## config.mk

```make
export PLATFORM = sky130hd
export DESIGN_NAME = serial_xcvr
export DESIGN_NICKNAME = d
export VERILOG_FILES = /design/src/serial_xcvr.v
export VERILOG_INCLUDE_DIRS = /design/src
export SDC_FILE = /design/constraint.sdc
export NUM_CORES = 1
export LEC_CHECK = 0
export BUFFER_PORTS_ARGS = -buffer_cell sky130_fd_sc_hd__buf_2
export CAP_MARGIN = 20
export CORE_UTILIZATION = 50
export CTS_CLUSTER_DIAMETER = 40
export DETAILED_ROUTE_END_ITERATION = 8
export PLACE_DENSITY = 0.76
export SYNTH_ARGS = -nofsm -noshare
export SYNTH_HDL_FRONTEND = slang
export SYNTH_SLANG_ARGS = --single-unit
```

## constraint.sdc

```tcl
create_clock -name clk -period 6.23 [get_ports clk]
set_clock_uncertainty 0.15 [all_clocks]
set_input_delay 1.869 -clock clk [delete_from_list [all_inputs] [get_ports clk]]
set_output_delay 1.869 -clock clk [all_outputs]
set_load 0.03 [all_outputs]
```

## src/serial_map.vh

```
// register map and timing constants of the serial transceiver
`ifndef SERIAL_MAP_VH
`define SERIAL_MAP_VH
// byte offsets on the register bus
`define OFS_DATA 12'h000
`define OFS_CSA 12'h004
`define OFS_CSB 12'h008
`define OFS_BAUD 12'h00C
`define OFS_PORT 12'h010
// ctrl_status_a fields
`define CSA_RX_DONE 7
`define CSA_TX_DONE 6
`define CSA_DATA_EMPTY 5
`define CSA_FRAME_ERR 4
`define CSA_OVERRUN 3
`define CSA_DOUBLE 1
// ctrl_status_b fields
`define CSB_RX_EN 4
`define CSB_TX_EN 3
`define CSB_NINE 2
`define CSB_RX_NINTH 1
`define CSB_TX_NINTH 0
// general i/o port register fields
`define PORT_DIR_TX 0
`define PORT_DIR_RX 1
`define PORT_OUT_TX 2
`define PORT_OUT_RX 3
// reset values
`define CSA_RESET 8'h20
`define CSB_RESET 8'h02
`define BAUD_RESET 12'h000
// sampling constants
`define OVS_NORMAL 5'd16
`define OVS_DOUBLE 5'd8
`define SMP_A_NORMAL 5'd7
`define SMP_A_DOUBLE 5'd3
`endif

```

## src/serial_xcvr.v

```verilog
// asynchronous serial transceiver channel with apb register access
//
// Decided for this implementation: the APB slave port and the placing of the registers.
`timescale 1ns/100ps
`include "serial_map.vh"

// Operation
// - data port write starts transmission
// - idle shifter loads from buffer immediately
// - busy shifter loads after stop bit
// - buffer-to-shifter move sets data-empty flag
// - load frames start zero, stop one
// - nine-bit mode copies tx ninth bit
// - start, data lsb first, then stop
// - data-empty stays set until next write
// - tx done after full stop bit
// - transmitter enable forces tx pin output
// - receiver samples at sixteen times baud
// - idle low sample starts start detection
// - majority of samples 8-10 rejects noise
// - data bits by majority, shifted in
// - stop majority zero sets framing error
// - frame loads buffer, sets rx done unless rx done set and unread
// - data port reads rx, writes tx
// - nine-bit mode stores received ninth bit
// - overrun loses char, flag after read
// - receiver enable forces rx pin input
// - nine-bit frames carry nine data bits
// - double speed halves oversampling to eight
// - reading data port clears rx done
// - writing one clears tx done
// - data-empty set during reset
module serial_xcvr (
    input wire clk,
    input wire sys_rst,
    input wire psel,
    input wire penable,
    input wire pwrite,
    input wire [11:0] paddr,
    input wire [31:0] pwdata,
    output reg [31:0] prdata,
    output reg pready,
    output reg pslverr,
    input wire tx_pin_in,
    output reg tx_pin_out,
    output reg tx_pin_oe,
    input wire rx_pin_in,
    output reg rx_pin_out,
    output reg rx_pin_oe,
    output reg rx_pullup_en,
    output reg tx_gpio_in,
    output reg rx_gpio_in
);

localparam TX_IDLE = 1'b0;
localparam TX_SHIFT = 1'b1;
localparam RX_IDLE = 2'd0;
localparam RX_START = 2'd1;
localparam RX_DATA = 2'd2;
localparam [7:0] CSB_RST = `CSB_RESET;

// ----------------------------------------
// registers
// ----------------------------------------
reg [7:0] tx_buf_ff;
reg tx_pend_ff;
reg [7:0] rx_buf_ff;
reg rx_ninth_bit_ff;
reg rx_done_ff;
reg tx_done_ff;
reg data_empty_ff;
reg frame_err_ff;
reg overrun_ff;
reg ovr_pend_ff;
reg double_ff;
reg rx_en_ff;
reg tx_en_ff;
reg nine_ff;
reg tx_ninth_ff;
reg [11:0] baud_ff;
reg [3:0] port_ff;
reg [11:0] div_ff;
reg tick_ff;
reg [1:0] rx_sync_ff;
reg [1:0] txp_sync_ff;
// transmitter
reg tx_state_ff;
reg [10:0] tx_sh_ff;
reg [3:0] tx_left_ff;
reg [4:0] tx_cnt_ff;
reg tx_line_ff;
// receiver
reg [1:0] rx_state_ff;
reg [4:0] rx_cnt_ff;
reg [2:0] rx_smp_ff;
reg [3:0] rx_bit_ff;
reg [9:0] rx_sh_ff;

wire [4:0] ovs = double_ff ? `OVS_DOUBLE : `OVS_NORMAL;
wire [4:0] smp_a = double_ff ? `SMP_A_DOUBLE : `SMP_A_NORMAL;
wire rx_line = rx_sync_ff[1];
wire acc = psel && penable && !pready;
wire wr = acc && pwrite;
wire rd = acc && !pwrite;
wire wr_data = wr && paddr == `OFS_DATA;
wire rd_data = rd && paddr == `OFS_DATA;
wire wr_csa = wr && paddr == `OFS_CSA;
wire mapped = paddr == `OFS_DATA || paddr == `OFS_CSA || paddr == `OFS_CSB ||
              paddr == `OFS_BAUD || paddr == `OFS_PORT;
wire [3:0] nbits = nine_ff ? 4'd11 : 4'd10;
wire tx_bit_end = tick_ff && tx_cnt_ff == ovs - 5'd1;
wire tx_frame_end = tx_state_ff == TX_SHIFT && tx_bit_end && tx_left_ff == 4'd1;
wire tx_load = tx_en_ff && (tx_pend_ff || wr_data) &&
               (tx_state_ff == TX_IDLE || tx_frame_end);
wire maj = (rx_smp_ff[0] & rx_smp_ff[1]) | (rx_smp_ff[0] & rx_smp_ff[2]) |
           (rx_smp_ff[1] & rx_smp_ff[2]);
wire rx_bit_end = tick_ff && rx_cnt_ff == ovs - 5'd1;
wire rx_complete = rx_state_ff == RX_DATA && rx_bit_end && rx_bit_ff == nbits - 4'd2;

// ----------------------------------------
// baud divider and pin synchronisers
// ----------------------------------------
always @(posedge clk or posedge sys_rst) begin
    if (sys_rst) begin
        div_ff <= 12'h000;
        tick_ff <= 1'b0;
        rx_sync_ff <= 2'b11;
        txp_sync_ff <= 2'b11;
    end else begin
        rx_sync_ff <= {rx_sync_ff[0], rx_pin_in};
        txp_sync_ff <= {txp_sync_ff[0], tx_pin_in};
        if (div_ff == 12'h000) begin
            div_ff <= baud_ff;
            tick_ff <= 1'b1;
        end else begin
            div_ff <= div_ff - 12'h001;
            tick_ff <= 1'b0;
        end
    end
end

// ----------------------------------------
// apb slave and flags
// ----------------------------------------
always @(posedge clk or posedge sys_rst) begin
    if (sys_rst) begin
        prdata <= 32'h00000000;
        pready <= 1'b0;
        pslverr <= 1'b0;
        tx_buf_ff <= 8'h00;
        tx_pend_ff <= 1'b0;
        rx_buf_ff <= 8'h00;
        rx_ninth_bit_ff <= CSB_RST[`CSB_RX_NINTH];
        rx_done_ff <= 1'b0;
        tx_done_ff <= 1'b0;
        data_empty_ff <= 1'b1;
        frame_err_ff <= 1'b0;
        overrun_ff <= 1'b0;
        ovr_pend_ff <= 1'b0;
        double_ff <= 1'b0;
        rx_en_ff <= 1'b0;
        tx_en_ff <= 1'b0;
        nine_ff <= 1'b0;
        tx_ninth_ff <= 1'b0;
        baud_ff <= `BAUD_RESET;
        port_ff <= 4'h0;
    end else begin
        pready <= acc;
        pslverr <= acc && !mapped;
        if (rd) begin
            case (paddr)
                `OFS_DATA: prdata <= {24'h000000, rx_buf_ff};
                `OFS_CSA: prdata <= {24'h000000, rx_done_ff, tx_done_ff, data_empty_ff,
                                     frame_err_ff, overrun_ff, 1'b0, double_ff, 1'b0};
                `OFS_CSB: prdata <= {27'h0000000, rx_en_ff, tx_en_ff, nine_ff,
                                     rx_ninth_bit_ff, tx_ninth_ff};
                `OFS_BAUD: prdata <= {20'h00000, baud_ff};
                `OFS_PORT: prdata <= {28'h0000000, port_ff};
                default: prdata <= 32'h00000000;
            endcase
        end
        if (wr && paddr == `OFS_CSB) begin
            rx_en_ff <= pwdata[`CSB_RX_EN];
            tx_en_ff <= pwdata[`CSB_TX_EN];
            nine_ff <= pwdata[`CSB_NINE];
            tx_ninth_ff <= pwdata[`CSB_TX_NINTH];
        end
        if (wr && paddr == `OFS_BAUD)
            baud_ff <= pwdata[11:0];
        if (wr && paddr == `OFS_PORT)
            port_ff <= pwdata[3:0];
        if (wr_csa)
            double_ff <= pwdata[`CSA_DOUBLE];
        // transmit buffer
        if (wr_data) begin
            tx_buf_ff <= pwdata[7:0];
            tx_pend_ff <= !tx_load;
        end else if (tx_load) begin
            tx_pend_ff <= 1'b0;
        end
        if (tx_load)
            data_empty_ff <= 1'b1;
        else if (wr_data)
            data_empty_ff <= 1'b0;
        // tx done: set wins over clear
        if (tx_frame_end && !tx_load && !tx_pend_ff)
            tx_done_ff <= 1'b1;
        else if (wr_data || (wr_csa && pwdata[`CSA_TX_DONE]))
            tx_done_ff <= 1'b0;
        // receive side
        if (rx_complete && !(rx_done_ff && !rd_data)) begin
            // stop bit not yet shifted: data sits one place up in 8-bit mode
            rx_buf_ff <= nine_ff ? rx_sh_ff[8:1] : rx_sh_ff[9:2];
            if (nine_ff)
                rx_ninth_bit_ff <= rx_sh_ff[9];
            frame_err_ff <= !maj;
            rx_done_ff <= 1'b1;
            // set by a read of buffered overrun wins over the clear
            overrun_ff <= rd_data && ovr_pend_ff;
            ovr_pend_ff <= 1'b0;
        end else begin
            if (rx_complete)
                ovr_pend_ff <= 1'b1;
            if (rd_data) begin
                rx_done_ff <= 1'b0;
                if (ovr_pend_ff || rx_complete)
                    overrun_ff <= 1'b1;
            end
        end
    end
end

// ----------------------------------------
// transmitter
// ----------------------------------------
always @(posedge clk or posedge sys_rst) begin
    if (sys_rst) begin
        tx_state_ff <= TX_IDLE;
        tx_sh_ff <= 11'h7FF;
        tx_left_ff <= 4'h0;
        tx_cnt_ff <= 5'd0;
        tx_line_ff <= 1'b1;
    end else begin
        if (tx_load) begin
            tx_state_ff <= TX_SHIFT;
            tx_cnt_ff <= 5'd0;
            tx_left_ff <= nbits;
            if (nine_ff)
                tx_sh_ff <= {1'b1, tx_ninth_ff, (wr_data ? pwdata[7:0] : tx_buf_ff), 1'b0};
            else
                tx_sh_ff <= {2'b11, (wr_data ? pwdata[7:0] : tx_buf_ff), 1'b0};
        end else if (tx_state_ff == TX_SHIFT) begin
            if (tick_ff) begin
                if (tx_cnt_ff == 5'd0)
                    tx_line_ff <= tx_sh_ff[0];
                if (tx_bit_end) begin
                    tx_cnt_ff <= 5'd0;
                    tx_sh_ff <= {1'b1, tx_sh_ff[10:1]};
                    tx_left_ff <= tx_left_ff - 4'd1;
                    if (tx_left_ff == 4'd1)
                        tx_state_ff <= TX_IDLE;
                end else begin
                    tx_cnt_ff <= tx_cnt_ff + 5'd1;
                end
            end
        end else begin
            tx_line_ff <= 1'b1;
        end
    end
end

// ----------------------------------------
// receiver
// ----------------------------------------
always @(posedge clk or posedge sys_rst) begin
    if (sys_rst) begin
        rx_state_ff <= RX_IDLE;
        rx_cnt_ff <= 5'd0;
        rx_smp_ff <= 3'b111;
        rx_bit_ff <= 4'h0;
        rx_sh_ff <= 10'h000;
    end else if (!rx_en_ff) begin
        rx_state_ff <= RX_IDLE;
    end else if (tick_ff) begin
        case (rx_state_ff)
            RX_IDLE: begin
                if (!rx_line) begin
                    rx_state_ff <= RX_START;
                    rx_cnt_ff <= 5'd1;
                end
            end
            RX_START, RX_DATA: begin
                if (rx_cnt_ff >= smp_a && rx_cnt_ff <= smp_a + 5'd2)
                    rx_smp_ff <= {rx_smp_ff[1:0], rx_line};
                if (rx_bit_end) begin
                    rx_cnt_ff <= 5'd0;
                    if (rx_state_ff == RX_START) begin
                        if (maj)
                            rx_state_ff <= RX_IDLE;
                        else begin
                            rx_state_ff <= RX_DATA;
                            rx_bit_ff <= 4'h0;
                        end
                    end else begin
                        rx_sh_ff <= {maj, rx_sh_ff[9:1]};
                        rx_bit_ff <= rx_bit_ff + 4'd1;
                        if (rx_complete) begin
                            rx_state_ff <= RX_IDLE;
                            rx_sh_ff <= nine_ff ? rx_sh_ff : {1'b0, rx_sh_ff[9:1]};
                        end
                    end
                end else begin
                    rx_cnt_ff <= rx_cnt_ff + 5'd1;
                end
            end
            default: rx_state_ff <= RX_IDLE;
        endcase
    end
end

// ----------------------------------------
// pin control
// ----------------------------------------
always @(posedge clk or posedge sys_rst) begin
    if (sys_rst) begin
        tx_pin_out <= 1'b1;
        tx_pin_oe <= 1'b0;
        rx_pin_out <= 1'b0;
        rx_pin_oe <= 1'b0;
        rx_pullup_en <= 1'b0;
        tx_gpio_in <= 1'b1;
        rx_gpio_in <= 1'b1;
    end else begin
        tx_pin_out <= tx_en_ff ? tx_line_ff : port_ff[`PORT_OUT_TX];
        tx_pin_oe <= tx_en_ff | port_ff[`PORT_DIR_TX];
        rx_pin_out <= port_ff[`PORT_OUT_RX];
        rx_pin_oe <= !rx_en_ff && port_ff[`PORT_DIR_RX];
        rx_pullup_en <= (rx_en_ff || !port_ff[`PORT_DIR_RX]) && port_ff[`PORT_OUT_RX];
        tx_gpio_in <= txp_sync_ff[1];
        rx_gpio_in <= rx_line;
    end
end

endmodule // serial_xcvr

```

After elaboration in Yosys (flattened, before gate mapping) --
Cells that the tools add are included.
Storage, ports and cells: bits in registers 149, output and inout bits 41
Cells by class: add/subtract/negate cells 8, order comparisons 2, equality and inequality tests 19, multiplexer cells 58, bitwise gates (word level) 9, reduce and logical (&&, ||, !) cells 71
Operators by type and width (count):
- 12-bit case mux with 5 select lines | 1
- 11-bit 2-to-1 mux | 4
- 5-bit 2-to-1 mux | 7
- 10-bit 2-to-1 mux | 3
- 1-bit logical AND | 28
- 12-bit by 4-bit == test with 1-bit output (second input constant) | 2
- 12-bit zero test | 2
- 1-bit 2-to-1 mux | 24
- 4-bit 2-to-1 mux | 6
- 2-bit nonzero test | 9
- 8-bit 2-to-1 mux | 2
- 2-bit 2-to-1 mux | 7
- 12-bit by 3-bit == test with 1-bit output (second input constant) | 1
- 12-bit by 5-bit == test with 1-bit output (second input constant) | 1
- 12-bit 2-to-1 mux | 1
- 4-bit AND reduction | 3
- 12-bit by 1-bit subtractor with 12-bit output (second input constant) | 1
- 5-bit by 1-bit adder with 5-bit output (second input constant) | 2
- 5-bit == test | 2
- 1-bit zero test | 10
- 5-bit case mux with 2 select lines | 1
- 1-bit logical OR | 9
- 2-bit inequality test (second input constant) | 4
- 3-bit inequality test (second input constant) | 2
- other kinds (25) | 35

Depth between registers and ports, before layout --
Gate-level depths: netlist of run 1.
depth in word-level cells 12, depth in mapped cells 8

Worst setup path after synthesis of run 1 --
OpenSTA, ideal clock, no wires.
path kind input port to flip-flop, start point in paddr[1], end point reg baud_ff[0], library setup time 0.125 ns, arrival time 3.780 ns, required time 5.955 ns, path slack 2.175 ns, stages 6, buffers on the path 2, cell sequence or4_1 -> or3_1 -> buf_2 -> nor3_1 -> buf_4 -> mux2_2
Between the ends: word-level cells in the longest chain between the ends 2
Ends and longest elaborated chain:
- start, declared | line serial_xcvr.v:39 | input wire [11:0] paddr,
- 12-bit by 4-bit == test with 1-bit output
- 1-bit logical AND (no source line)
- end signal, assigned | line serial_xcvr.v:165 | baud_ff <= `BAUD_RESET;
- end signal, assigned | line serial_xcvr.v:189 | baud_ff <= pwdata[11:0];
- end, declared | line serial_xcvr.v:80 | reg [11:0] baud_ff;
No other way between the ends. A chain may end at the register's enable or synchronous reset.

Worst setup path after layout of run 1 --
start point in paddr[1], end point reg baud_ff[4]
Same word-level chain as after synthesis.

==> flow_summary_export.csv, run 1 <==
group,metric,value,unit
clock_network,postCtsHoldBufs,0,
finish,antenna-diode-count,0,
clock_network,cts_buffer_depth,2,
min_path,worstHoldStart,"rx_sync_ff[0]",
detailed_routing,dr.first_iter.drc_count,277,
floorplanning,start_util,51.50,%
detailed_routing,drt-wirelength-per-cell,16.56,µm
detailed_routing,drc_errors,0,
setup_path,rr_endpoint,"rx_state_ff[1]",
clock_network,clk_latency,420,ps
floorplanning,dieArea,12820,µm²
synthesis,synth_area_leaders,"dfrtp_1 42%, dfstp_2 9.8%, mux2_2 8.6%, ha_1 3.2%, nor2_1 3.1%",
global_routing,grt_pass1_wl,20840,µm
detailed_routing,dr.pass1.iters,4,
setup_path,crit_buf_inv,2,
clock_network,cts_sinks,127,
synthesis,ys_seq_area_share,51.84,%
synthesis,syn_inst,559,
global_routing,overflow,0,
setup_path,rrSetupSlack,3230,ps
timing,maxSlewHeadroom,36.40,%
synthesis,yosysTopAreaCell,"dfrtp_1",
setup_path,critPathCaptureType,"register",
synthesis,yosysMostFrequentCell,"dfrtp_1",
synthesis,synthesis.area,6186,µm²
timing,fin_ws,1896,ps
clock_network,clk_pin_slew,50,ps
placed_design,pre_cts_ws,1534,ps
synthesis,syn_avg_cell_area,11.07,µm²
global_routing,grt_pass1_vias,4278,
setup_path,crit_family,"simple AND/OR/NAND/NOR gates",
clock_network,post_cts_buffers,0,
timing,post-route-period-util,69.57,%
setup_path,cp.required,6380,ps
synthesis,ys_types,64,
detailed_routing,vias_per_cell,5.728,
timing,setup_tns,0,ps
power_and_ir_drop,power-per-cell-area,299.7,nW/µm²
clock_network,cts_resized,0,
setup_path,cp_data_arrival_time,4480,ps
clock_network,numCtsBuffers,17,
floorplanning,rows,40,
floorplanning,die_h,113.2,µm
synthesis,yosysTopAreaCellShare,42.07,%
min_path,worstHoldEndpoint,"rx_sync_ff[1]",
setup_path,cpPeakStageDelay,700,ps
timing,fmax,230.7,MHz
floorplanning,io_pins,92,
synthesis,synth_commonest_cells,"104 x dfrtp_1, 51 x nor2_1, 47 x mux2_2",
power_and_ir_drop,p_leak,0.003381,µW
timing,setup_viol,0,
detailed_routing,ant_nets,0,
clock_network,h-tree-depth,4,
placed_design,dp_hpwl,8998,µm
placed_design,portBuffers,51,
synthesis,synthArstFlopShare,100.0,%
finish,nNetsFinal,678,
setup_path,cp_cell_sequence,"buf_2 -> or4_1 -> or3_1 -> nor3_1 -> buf_4 -> mux2_2",
global_routing,grt_use_total,21.08,%
setup_path,critical-path-slowest-cell,"nor3_1",
timing,final_hold_viol_count,0,
setup_path,cp-start-kind,"input pin",
detailed_routing,wl,12770,µm
synthesis,synth_seq_cells,127,
setup_path,ff2ff_path_depth,7,
synthesis,synth_edf_count,0,
floorplanning,dieWidth,113.2,µm
clock_network,cts_root_buffer,"clkbuf_16",
setup_path,crit_type,"input pin to register",
synthesis,yosysWarnings,0,
finish,drive_gt1_share,27.40,%
status,status,"finished clean",
timing,grt_setup_unrepaired,"false",
finish,syn_to_final_growth,13.86,%
synthesis,synthFlopType,"dfrtp_1",
job,maxCapViolCount,0,
global_routing,grt_max_degree,80,
timing,drv_slew,0,
floorplanning,coreArea,12010,µm²
timing,tightest_slew,950.5,ps
clock_network,cts_tree,"done",
global_routing,grt_antenna_before_repair,0,
placed_design,routabilityCongestion,0.8345,
power_and_ir_drop,vdd_drop_max,0.0002239,V
detailed_routing,num_vias,4416,
setup_path,r2r-start,"rx_state_ff[0]",
min_path,hold-path-cell-count,0,
timing,min_period,4334,ps
min_path,hp-class,"register to register",
setup_path,critPathMaxFanout,8,
==> power by group <==
part / total (µW) / internal [µW] / switching, µW
Sequential: 954 / 898 / 56.3
Combinational: 258 / 102 / 155
Clock: 899 / 558 / 341
Total: 2110 / 1560 / 552
==> cell type report <==
| type | instances | area [µm²] |
|---|---|---|
| clock buffer | 26 | 509.2 |
| clock inverter | 6 | 35.03 |
| fill | 963 | 4969 |
| inverter | 26 | 100.1 |
| multi-input combinational | 381 | 2695 |
| sequential | 127 | 3207 |
| tap | 147 | 183.9 |
| timing repair buffer | 58 | 312.8 |
==> worst max-delay path by stage <==
stage                  to      from  slack (ps)  cells past startpoint
6_report       baud_ff[4]  paddr[1]        1900                      6
5_1_grt        baud_ff[2]  paddr[1]        1760                      6
4_1_cts        baud_ff[5]  paddr[1]        1930                      6
3_5_place_dp   baud_ff[4]  paddr[1]        1530                      6
3_3_place_gp   baud_ff[3]  paddr[1]        1550                      6
2_1_floorplan  baud_ff[0]   sys_rst         860                      1
==> metal layers <==
metal | vias up | GRT usage (%) | part of all wire (%)
li1 | 2084 | - | -
met1 | 2179 | 28.29 | 45
met2 | 126 | 32.64 | 47
met3 | 27 | 5.838 | 5.6
met4 | 0 | 8.158 | 1.9
met5 | - | 0 | 0
==> cell usage in the layout (no fill, tap or decap), drive strengths merged, types with 3 or more instances in the layout <==
| cell type | instances |
|---|---|
| clkinv | 4 |
| clkbuf | 26 |
| o21a | 3 |
| inv | 26 |
| nor3 | 13 |
| dfrtp | 104 |
| conb | 20 |
| nand2b | 4 |
| a21o | 4 |
| xnor2 | 7 |
| nand3b | 3 |
| o211a | 8 |
| or4 | 4 |
| nor2b | 3 |
| nor2 | 51 |
| o2111ai | 3 |
| a221oi | 7 |
| o21ai | 20 |
| a21oi | 32 |
| nand3 | 13 |
| xor2 | 4 |
| and3 | 4 |
| mux2i | 14 |
| ha | 16 |
| a221o | 8 |
| nand4b | 3 |
| a22o | 5 |
| a31oi | 14 |
| buf | 58 |
| dfstp | 23 |
| nand2 | 34 |
| or3 | 5 |
| mux2 | 49 |
==> worst reg2reg max path, cell delays in order (launching register included) <==
cell and delay, ps:
dfrtp_1 420, inv_1 100, ha_1 170, nor4bb_1 410
and4_1 740, o2111ai_1 260, or4_1 510, a21oi_1 160
==> cells by family (layout without fill, tap and decap cells) <==
kind of cell,count (synthesis),count (layout),synth area share (%)
other,1,20,0.06062
buffers and inverters,70,116,5.744
xor gates and xnor gates,11,11,1.557
muxes,64,64,11.67
DFF,127,127,51.84
and+or+nand+nor,151,151,12.34
AOI/OAI and AO/OA,119,119,13.55
adders and majority gates,16,16,3.236
==> through the flow <==
| stage | total power [µW] | instance area (µm²) | utilization, % | hold slack, ps | std cells |
|---|---|---|---|---|---|
| floorplan | 1159 | 6257 | - | 195.2 | 578 |
| global placement | 1206 | 6479 | 53.94 | 198.0 | 737 |
| detailed placement | 1224 | 6484 | 53.98 | 197.3 | 738 |
| CTS | 2124 | 7028 | 58.51 | 205.6 | 770 |
| global route | 2197 | 7043 | 58.64 | 206.2 | 771 |
| finish | 2110 | 7043 | 58.64 | 204.1 | 771 |
==> state kept, by name, indices dropped and copies added (netlist names), 3 cells and up <==
signal,flops
tx_cnt_ff,5
rx_smp_ff,3
rx_cnt_ff,5
rx_buf_ff,8
prdata,12
div_ff,12
tx_buf_ff,8
rx_bit_ff,4
port_ff,4
tx_left_ff,4
rx_sh_ff,9
baud_ff,12
tx_sh_ff,10
Power figures use the tool's default switching activity.
==> run 2, diff against run 1 <==
==> constraint.sdc (replaced) <==
create_clock -name clk -period 4.2 [get_ports clk]
set_clock_uncertainty 0.15 [all_clocks]
set_input_delay 1.26 -clock clk [delete_from_list [all_inputs] [get_ports clk]]
set_output_delay 1.26 -clock clk [all_outputs]
set_load 0.03 [all_outputs]
==> flow_summary_export.csv, run 2 (synthesis results as in run 1) <==
group,metric,value,unit
floorplanning,coreArea,12010,µm²
floorplanning,start_util,51.50,%
detailed_routing,drc_errors,0,
detailed_routing,wl,13390,µm
setup_path,critical-path-slowest-cell,"or4_1",
clock_network,cts_resized,0,
detailed_routing,num_vias,4467,
timing,setup_tns,0,ps
timing,whs,204.8,ps
timing,setup_viol,0,
floorplanning,dieWidth,113.2,µm
power_and_ir_drop,p_seq_share,41.8,%
power_and_ir_drop,combPwrFrac,11.5,%
power_and_ir_drop,vdd_drop_max,0.0002983,V
setup_path,cp_cell_sequence,"buf_2 -> or4_1 -> nor4_2 -> a31oi_1 -> buf_4 -> or2_2 -> o221ai_1",
detailed_routing,vias_per_cell,5.756,
clock_network,clk_latency,420,ps
global_routing,grt_max_degree,76,
placed_design,routabilityCongestion,0.8463,
timing,post-route-period-util,78.22,%
finish,antenna-diode-count,0,
global_routing,grt_use_total,22.46,%
clock_network,cts_root_buffer,"clkbuf_16",
timing,maxSlewHeadroom,36.16,%
timing,drv_slew,0,
finish,drive_gt1_share,28.46,%
timing,fmax,304.4,MHz
finish,fill_cells,945,
floorplanning,io_pins,92,
clock_network,cts_buffer_depth,2,
power_and_ir_drop,p_sw,869.7,µW
finish,final_common_cell,"dfrtp_1",
clock_network,h-tree-depth,4,
setup_path,critPathMaxFanout,14,
detailed_routing,dr.first_iter.drc_count,393,
finish,nNetsFinal,683,
detailed_routing,dr.pass1.iters,4,
global_routing,overflow,0,
power_and_ir_drop,netSwitchingFraction,25.72,%
setup_path,cp_data_arrival_time,3470,ps
detailed_routing,ant_nets,0,
setup_path,critPathCaptureType,"register",
setup_path,cp-start-kind,"input pin",
global_routing,grt_pass1_vias,4484,
timing,grt_setup_unrepaired,"false",
finish,syn_to_final_growth,15.96,%
power_and_ir_drop,p_leak,0.003431,µW
status,status,"finished clean",
power_and_ir_drop,p_int,2511,µW
clock_network,cts_tree,"done",
global_routing,grt_pass1_wl,22180,µm
setup_path,cp.required,4380,ps
floorplanning,die_h,113.2,µm
timing,final_hold_viol_count,0,
floorplanning,dieArea,12820,µm²
clock_network,postCtsHoldBufs,0,
clock_network,clk_pin_slew,60,ps
finish,layout_common_cells,"104 x dfrtp_1, 51 x nor2_1, 51 x buf_2",
power_and_ir_drop,clkPwrFrac,46.7,%
finish,largest_registers,"baud_ff x12, div_ff x12, prdata x12",
timing,tightest_slew,957.6,ps
detailed_routing,drt-wirelength-per-cell,17.26,µm
min_path,hp-class,"register to register",
placed_design,dp_hpwl,9239,µm
setup_path,cpPeakStageDelay,610,ps
global_routing,grt_antenna_before_repair,0,
clock_network,cts_sinks,127,
floorplanning,rows,40,
setup_path,crit_type,"input pin to register",
timing,min_period,3285,ps
placed_design,portBuffers,51,
clock_network,post_cts_buffers,0,
power_and_ir_drop,power-per-cell-area,471.3,nW/µm²
job,maxCapViolCount,0,
clock_network,numCtsBuffers,17,
[run 2: power by group through the flow]
| stage | Sequential (µW) | Combinational [µW] | Clock (µW) |
|---|---|---|---|
| 2_1_floorplan | 1440 | 277 | 0 |
| 5_1_grt | 1430 | 434 | 1660 |
| 3_3_place_gp | 1420 | 365 | 0 |
| 6_report | 1410 | 387 | 1580 |
| 4_1_cts | 1410 | 390 | 1600 |
| 3_5_place_dp | 1430 | 386 | 0 |
[run 2: critical path: cells and delay by family]
kind            cells  cell delay, ps
compound gates      2             360
buf+inv             2             300
simple gates        3            1550
[run 2: area by class of cell]
class                      count  area, µm²  area share, %
tap                          147      183.9          2.564
inverter                      26      101.3          1.413
sequential                   127       3207          44.71
timing repair buffer          63      345.3          4.814
multi-input combinational    381       2695          37.57
clock inverter                12      183.9          2.564
clock buffer                  20      456.7          6.367
[run 2: per-stage QoR]
step	area (µm²)	cells	util, %	worst slack [ps]	total power, µW
6_report	7173	776	59.72	914.7	3381
5_1_grt	7173	776	59.72	741.2	3519
4_1_cts	7173	776	59.72	927.6	3400
3_5_place_dp	6533	744	54.39	516.4	1819
3_3_place_gp	6533	744	54.39	542.2	1790
2_1_floorplan	6261	578	-	754.0	1720
[run 2: layer usage]
| metal | track usage, % | up-vias | part of all wire [%] |
|---|---|---|---|
| met2 | 36.16 | 109 | 49 |
| li1 | - | 2098 | - |
| met4 | 8.947 | 0 | 2.0 |
| met3 | 5.463 | 24 | 4.0 |
| met1 | 29.31 | 2236 | 45 |
| met5 | 0 | - | 0 |
[run 2: worst paths after layout]
check / cells after the start / end / from / slack [ps]
min in group asynchronous: 3 / tx_buf_ff[2] / sys_rst / 890
max reg2reg: 6 / rx_sh_ff[3] / rx_cnt_ff[0] / 1350
min reg2reg: 0 / rx_sync_ff[1] / rx_sync_ff[0] / 200
max: 7 / tx_left_ff[0] / paddr[1] / 910
max in group asynchronous: 3 / rx_bit_ff[2] / sys_rst / 2250
min: 0 / rx_sync_ff[1] / rx_sync_ff[0] / 200
==> run 3, diff against run 2 <==
--- a/config.mk
+++ b/config.mk
@@ -11,7 +11,7 @@
 export CORE_UTILIZATION = 50
 export CTS_CLUSTER_DIAMETER = 40
 export DETAILED_ROUTE_END_ITERATION = 8
-export PLACE_DENSITY = 0.76
+export PLACE_DENSITY = 0.79
 export SYNTH_ARGS = -nofsm -noshare
 export SYNTH_HDL_FRONTEND = slang
 export SYNTH_SLANG_ARGS = --single-unit
==> constraint.sdc (replaced) <==
create_clock -name clk -period 2.8 [get_ports clk]
set_clock_uncertainty 0.15 [all_clocks]
set_input_delay 0.84 -clock clk [delete_from_list [all_inputs] [get_ports clk]]
set_output_delay 0.84 -clock clk [all_outputs]
set_load 0.03 [all_outputs]
==> flow_summary_export.csv, run 3 (synthesis results as in run 1) <==
group,metric,value,unit
finish,nNetsFinal,711,
placed_design,dp.cells,771,
detailed_routing,ant_nets,0,
setup_path,crit_buf_inv,2,
min_path,hp-class,"register to register",
floorplanning,coreArea,12010,µm²
timing,min_period,2693,ps
clock_network,cts_buffer_depth,2,
setup_path,rr_endpoint,"rx_sh_ff[7]",
finish,multiInputGateArea,2759,µm²
job,maxCapViolCount,0,
finish,seq_area,3208,µm²
floorplanning,start_util,51.50,%
finish,antenna-diode-count,0,
setup_path,crit_family,"simple AND/OR/NAND/NOR gates",
timing,tightest_slew,704.0,ps
global_routing,grt_use_total,23.11,%
placed_design,portBuffers,51,
placed_design,dp_hpwl,9592,µm
floorplanning,io_pins,92,
global_routing,grt_pass1_wl,22780,µm
floorplanning,dieWidth,113.2,µm
setup_path,crit_type,"input pin to register",
floorplanning,dieArea,12820,µm²
detailed_routing,drt-wirelength-per-cell,17.05,µm
detailed_routing,dr.first_iter.drc_count,283,
setup_path,critical-path-slowest-cell,"or4_4",
global_routing,overflow,0,
setup_path,cpPeakStageDelay,540,ps
detailed_routing,num_vias,4608,
setup_path,cp_cell_sequence,"buf_2 -> or4_4 -> or3_1 -> buf_4 -> nor2_1 -> nand3_1 -> mux2_2",
global_routing,grt_antenna_before_repair,0,
setup_path,ff2ff_path_depth,7,
timing,maxSlewHeadroom,53.07,%
timing,final_hold_viol_count,0,
global_routing,grt_max_degree,128,
floorplanning,rows,40,
timing,grt_setup_unrepaired,"false",
setup_path,cp.required,2950,ps
detailed_routing,wl,13710,µm
setup_path,rrSetupSlack,150,ps
status,status,"finished clean",
clock_network,clk_pin_slew,60,ps
timing,setup_viol,0,
floorplanning,die_h,113.2,µm
power_and_ir_drop,p_leak,0.003601,µW
clock_network,cts_root_buffer,"clkbuf_16",
min_path,hold-path-cell-count,0,
detailed_routing,drc_errors,0,
clock_network,cts_sinks,127,
finish,largest_registers,"baud_ff x12, div_ff x12, prdata x12",
clock_network,clk_latency,420,ps
power_and_ir_drop,vdd_drop_max,0.0004395,V
setup_path,cp_data_arrival_time,2850,ps
finish,syn_to_final_growth,20.85,%
finish,design_area,7476,µm²
placed_design,routabilityCongestion,0.8566,
timing,post-route-period-util,96.18,%
min_path,worstHoldStart,"rx_sync_ff[0]",
timing,drv_slew,0,
setup_path,cp-start-kind,"input pin",
detailed_routing,vias_per_cell,5.731,
clock_network,numCtsBuffers,17,
finish,final_common_cell,"dfrtp_1",
placed_design,place_area,6822,µm²
setup_path,r2r-start,"rx_cnt_ff[1]",
finish,fin_util,62.24,%
detailed_routing,dr.pass1.iters,7,
setup_path,critPathCaptureType,"register",
timing,fmax,371.3,MHz
global_routing,grt_pass1_vias,4617,
clock_network,h-tree-depth,4,
clock_network,cts_tree,"done",
finish,layout_common_cells,"103 x dfrtp_1, 51 x nor2_1, 51 x buf_2",
finish,drive_gt1_share,32.42,%
finish,fin_cells,804,
min_path,worstHoldEndpoint,"rx_sync_ff[1]",
setup_path,critPathMaxFanout,4,
power_and_ir_drop,power-per-cell-area,678.0,nW/µm²
finish,fill_cells,926,
## run 3: cell count changes in the layout (fill, tap and decap cells not counted), sizes merged
| cell | previous run | this run |
|---|---|---|
| clkinv | 2 | 1 |
| clkbuf | 20 | 23 |
| buf | 63 | 91 |
| inv | 26 | 25 |
| clkinvlp | 6 | 5 |
## run 3: worst max path at each step
stage                     cells past startpoint      endpoint    startpoint
after CTS                                     7   rx_sh_ff[7]  rx_cnt_ff[0]
after detailed placement                      7    port_ff[3]     paddr[11]
final                                         7    port_ff[3]     paddr[11]
after global placement                        7    port_ff[2]     paddr[11]
after global routing                          7   rx_sh_ff[9]  rx_cnt_ff[1]
after floorplan                               6  frame_err_ff     paddr[11]
## run 3: per-stage QoR
stage                     hold WS [ps]  TNS, ps  total power [µW]  setup WS, ps
after floorplan                  195.2   -504.4              2581        -136.3
after global placement           195.7   -11050              2693        -280.2
after detailed placement         196.8   -13140              2731        -307.7
after CTS                        204.4        0              5101         115.2
after global routing             212.0        0              5251         1.450
final                            203.6        0              5069         107.1
## run 3: routing by layer
| metal | global-route usage [%] | share of wire (%) |
|---|---|---|
| met1 | 30.21 | 44 |
| met4 | 9.912 | 2.4 |
| met5 | 0 | 0 |
| met3 | 5.463 | 5.7 |
| met2 | 36.97 | 48 |
## run 3: report_power, final
group | leakage (µW) | internal (µW) | switching (µW)
Clock | 0.000302 | 1580 | 779
Sequential | 0.00163 | 2000 | 125
Combinational | 0.00167 | 235 | 350
Total | 0.00360 | 3810 | 1250
## run 3: cell type report
cell class                 count  area share, %
clock inverter                 9          2.075
clock buffer                  23          6.527
sequential                   127          42.91
inverter                      26          1.356
timing repair buffer          91          7.766
multi-input combinational    381          36.90
tap                          147          2.460
## run 3: timing repair
item	CTS	global route
resized for setup	0	2
buffers inserted	0	1
setup endpoints to repair	0	10
hold buffers	0	0
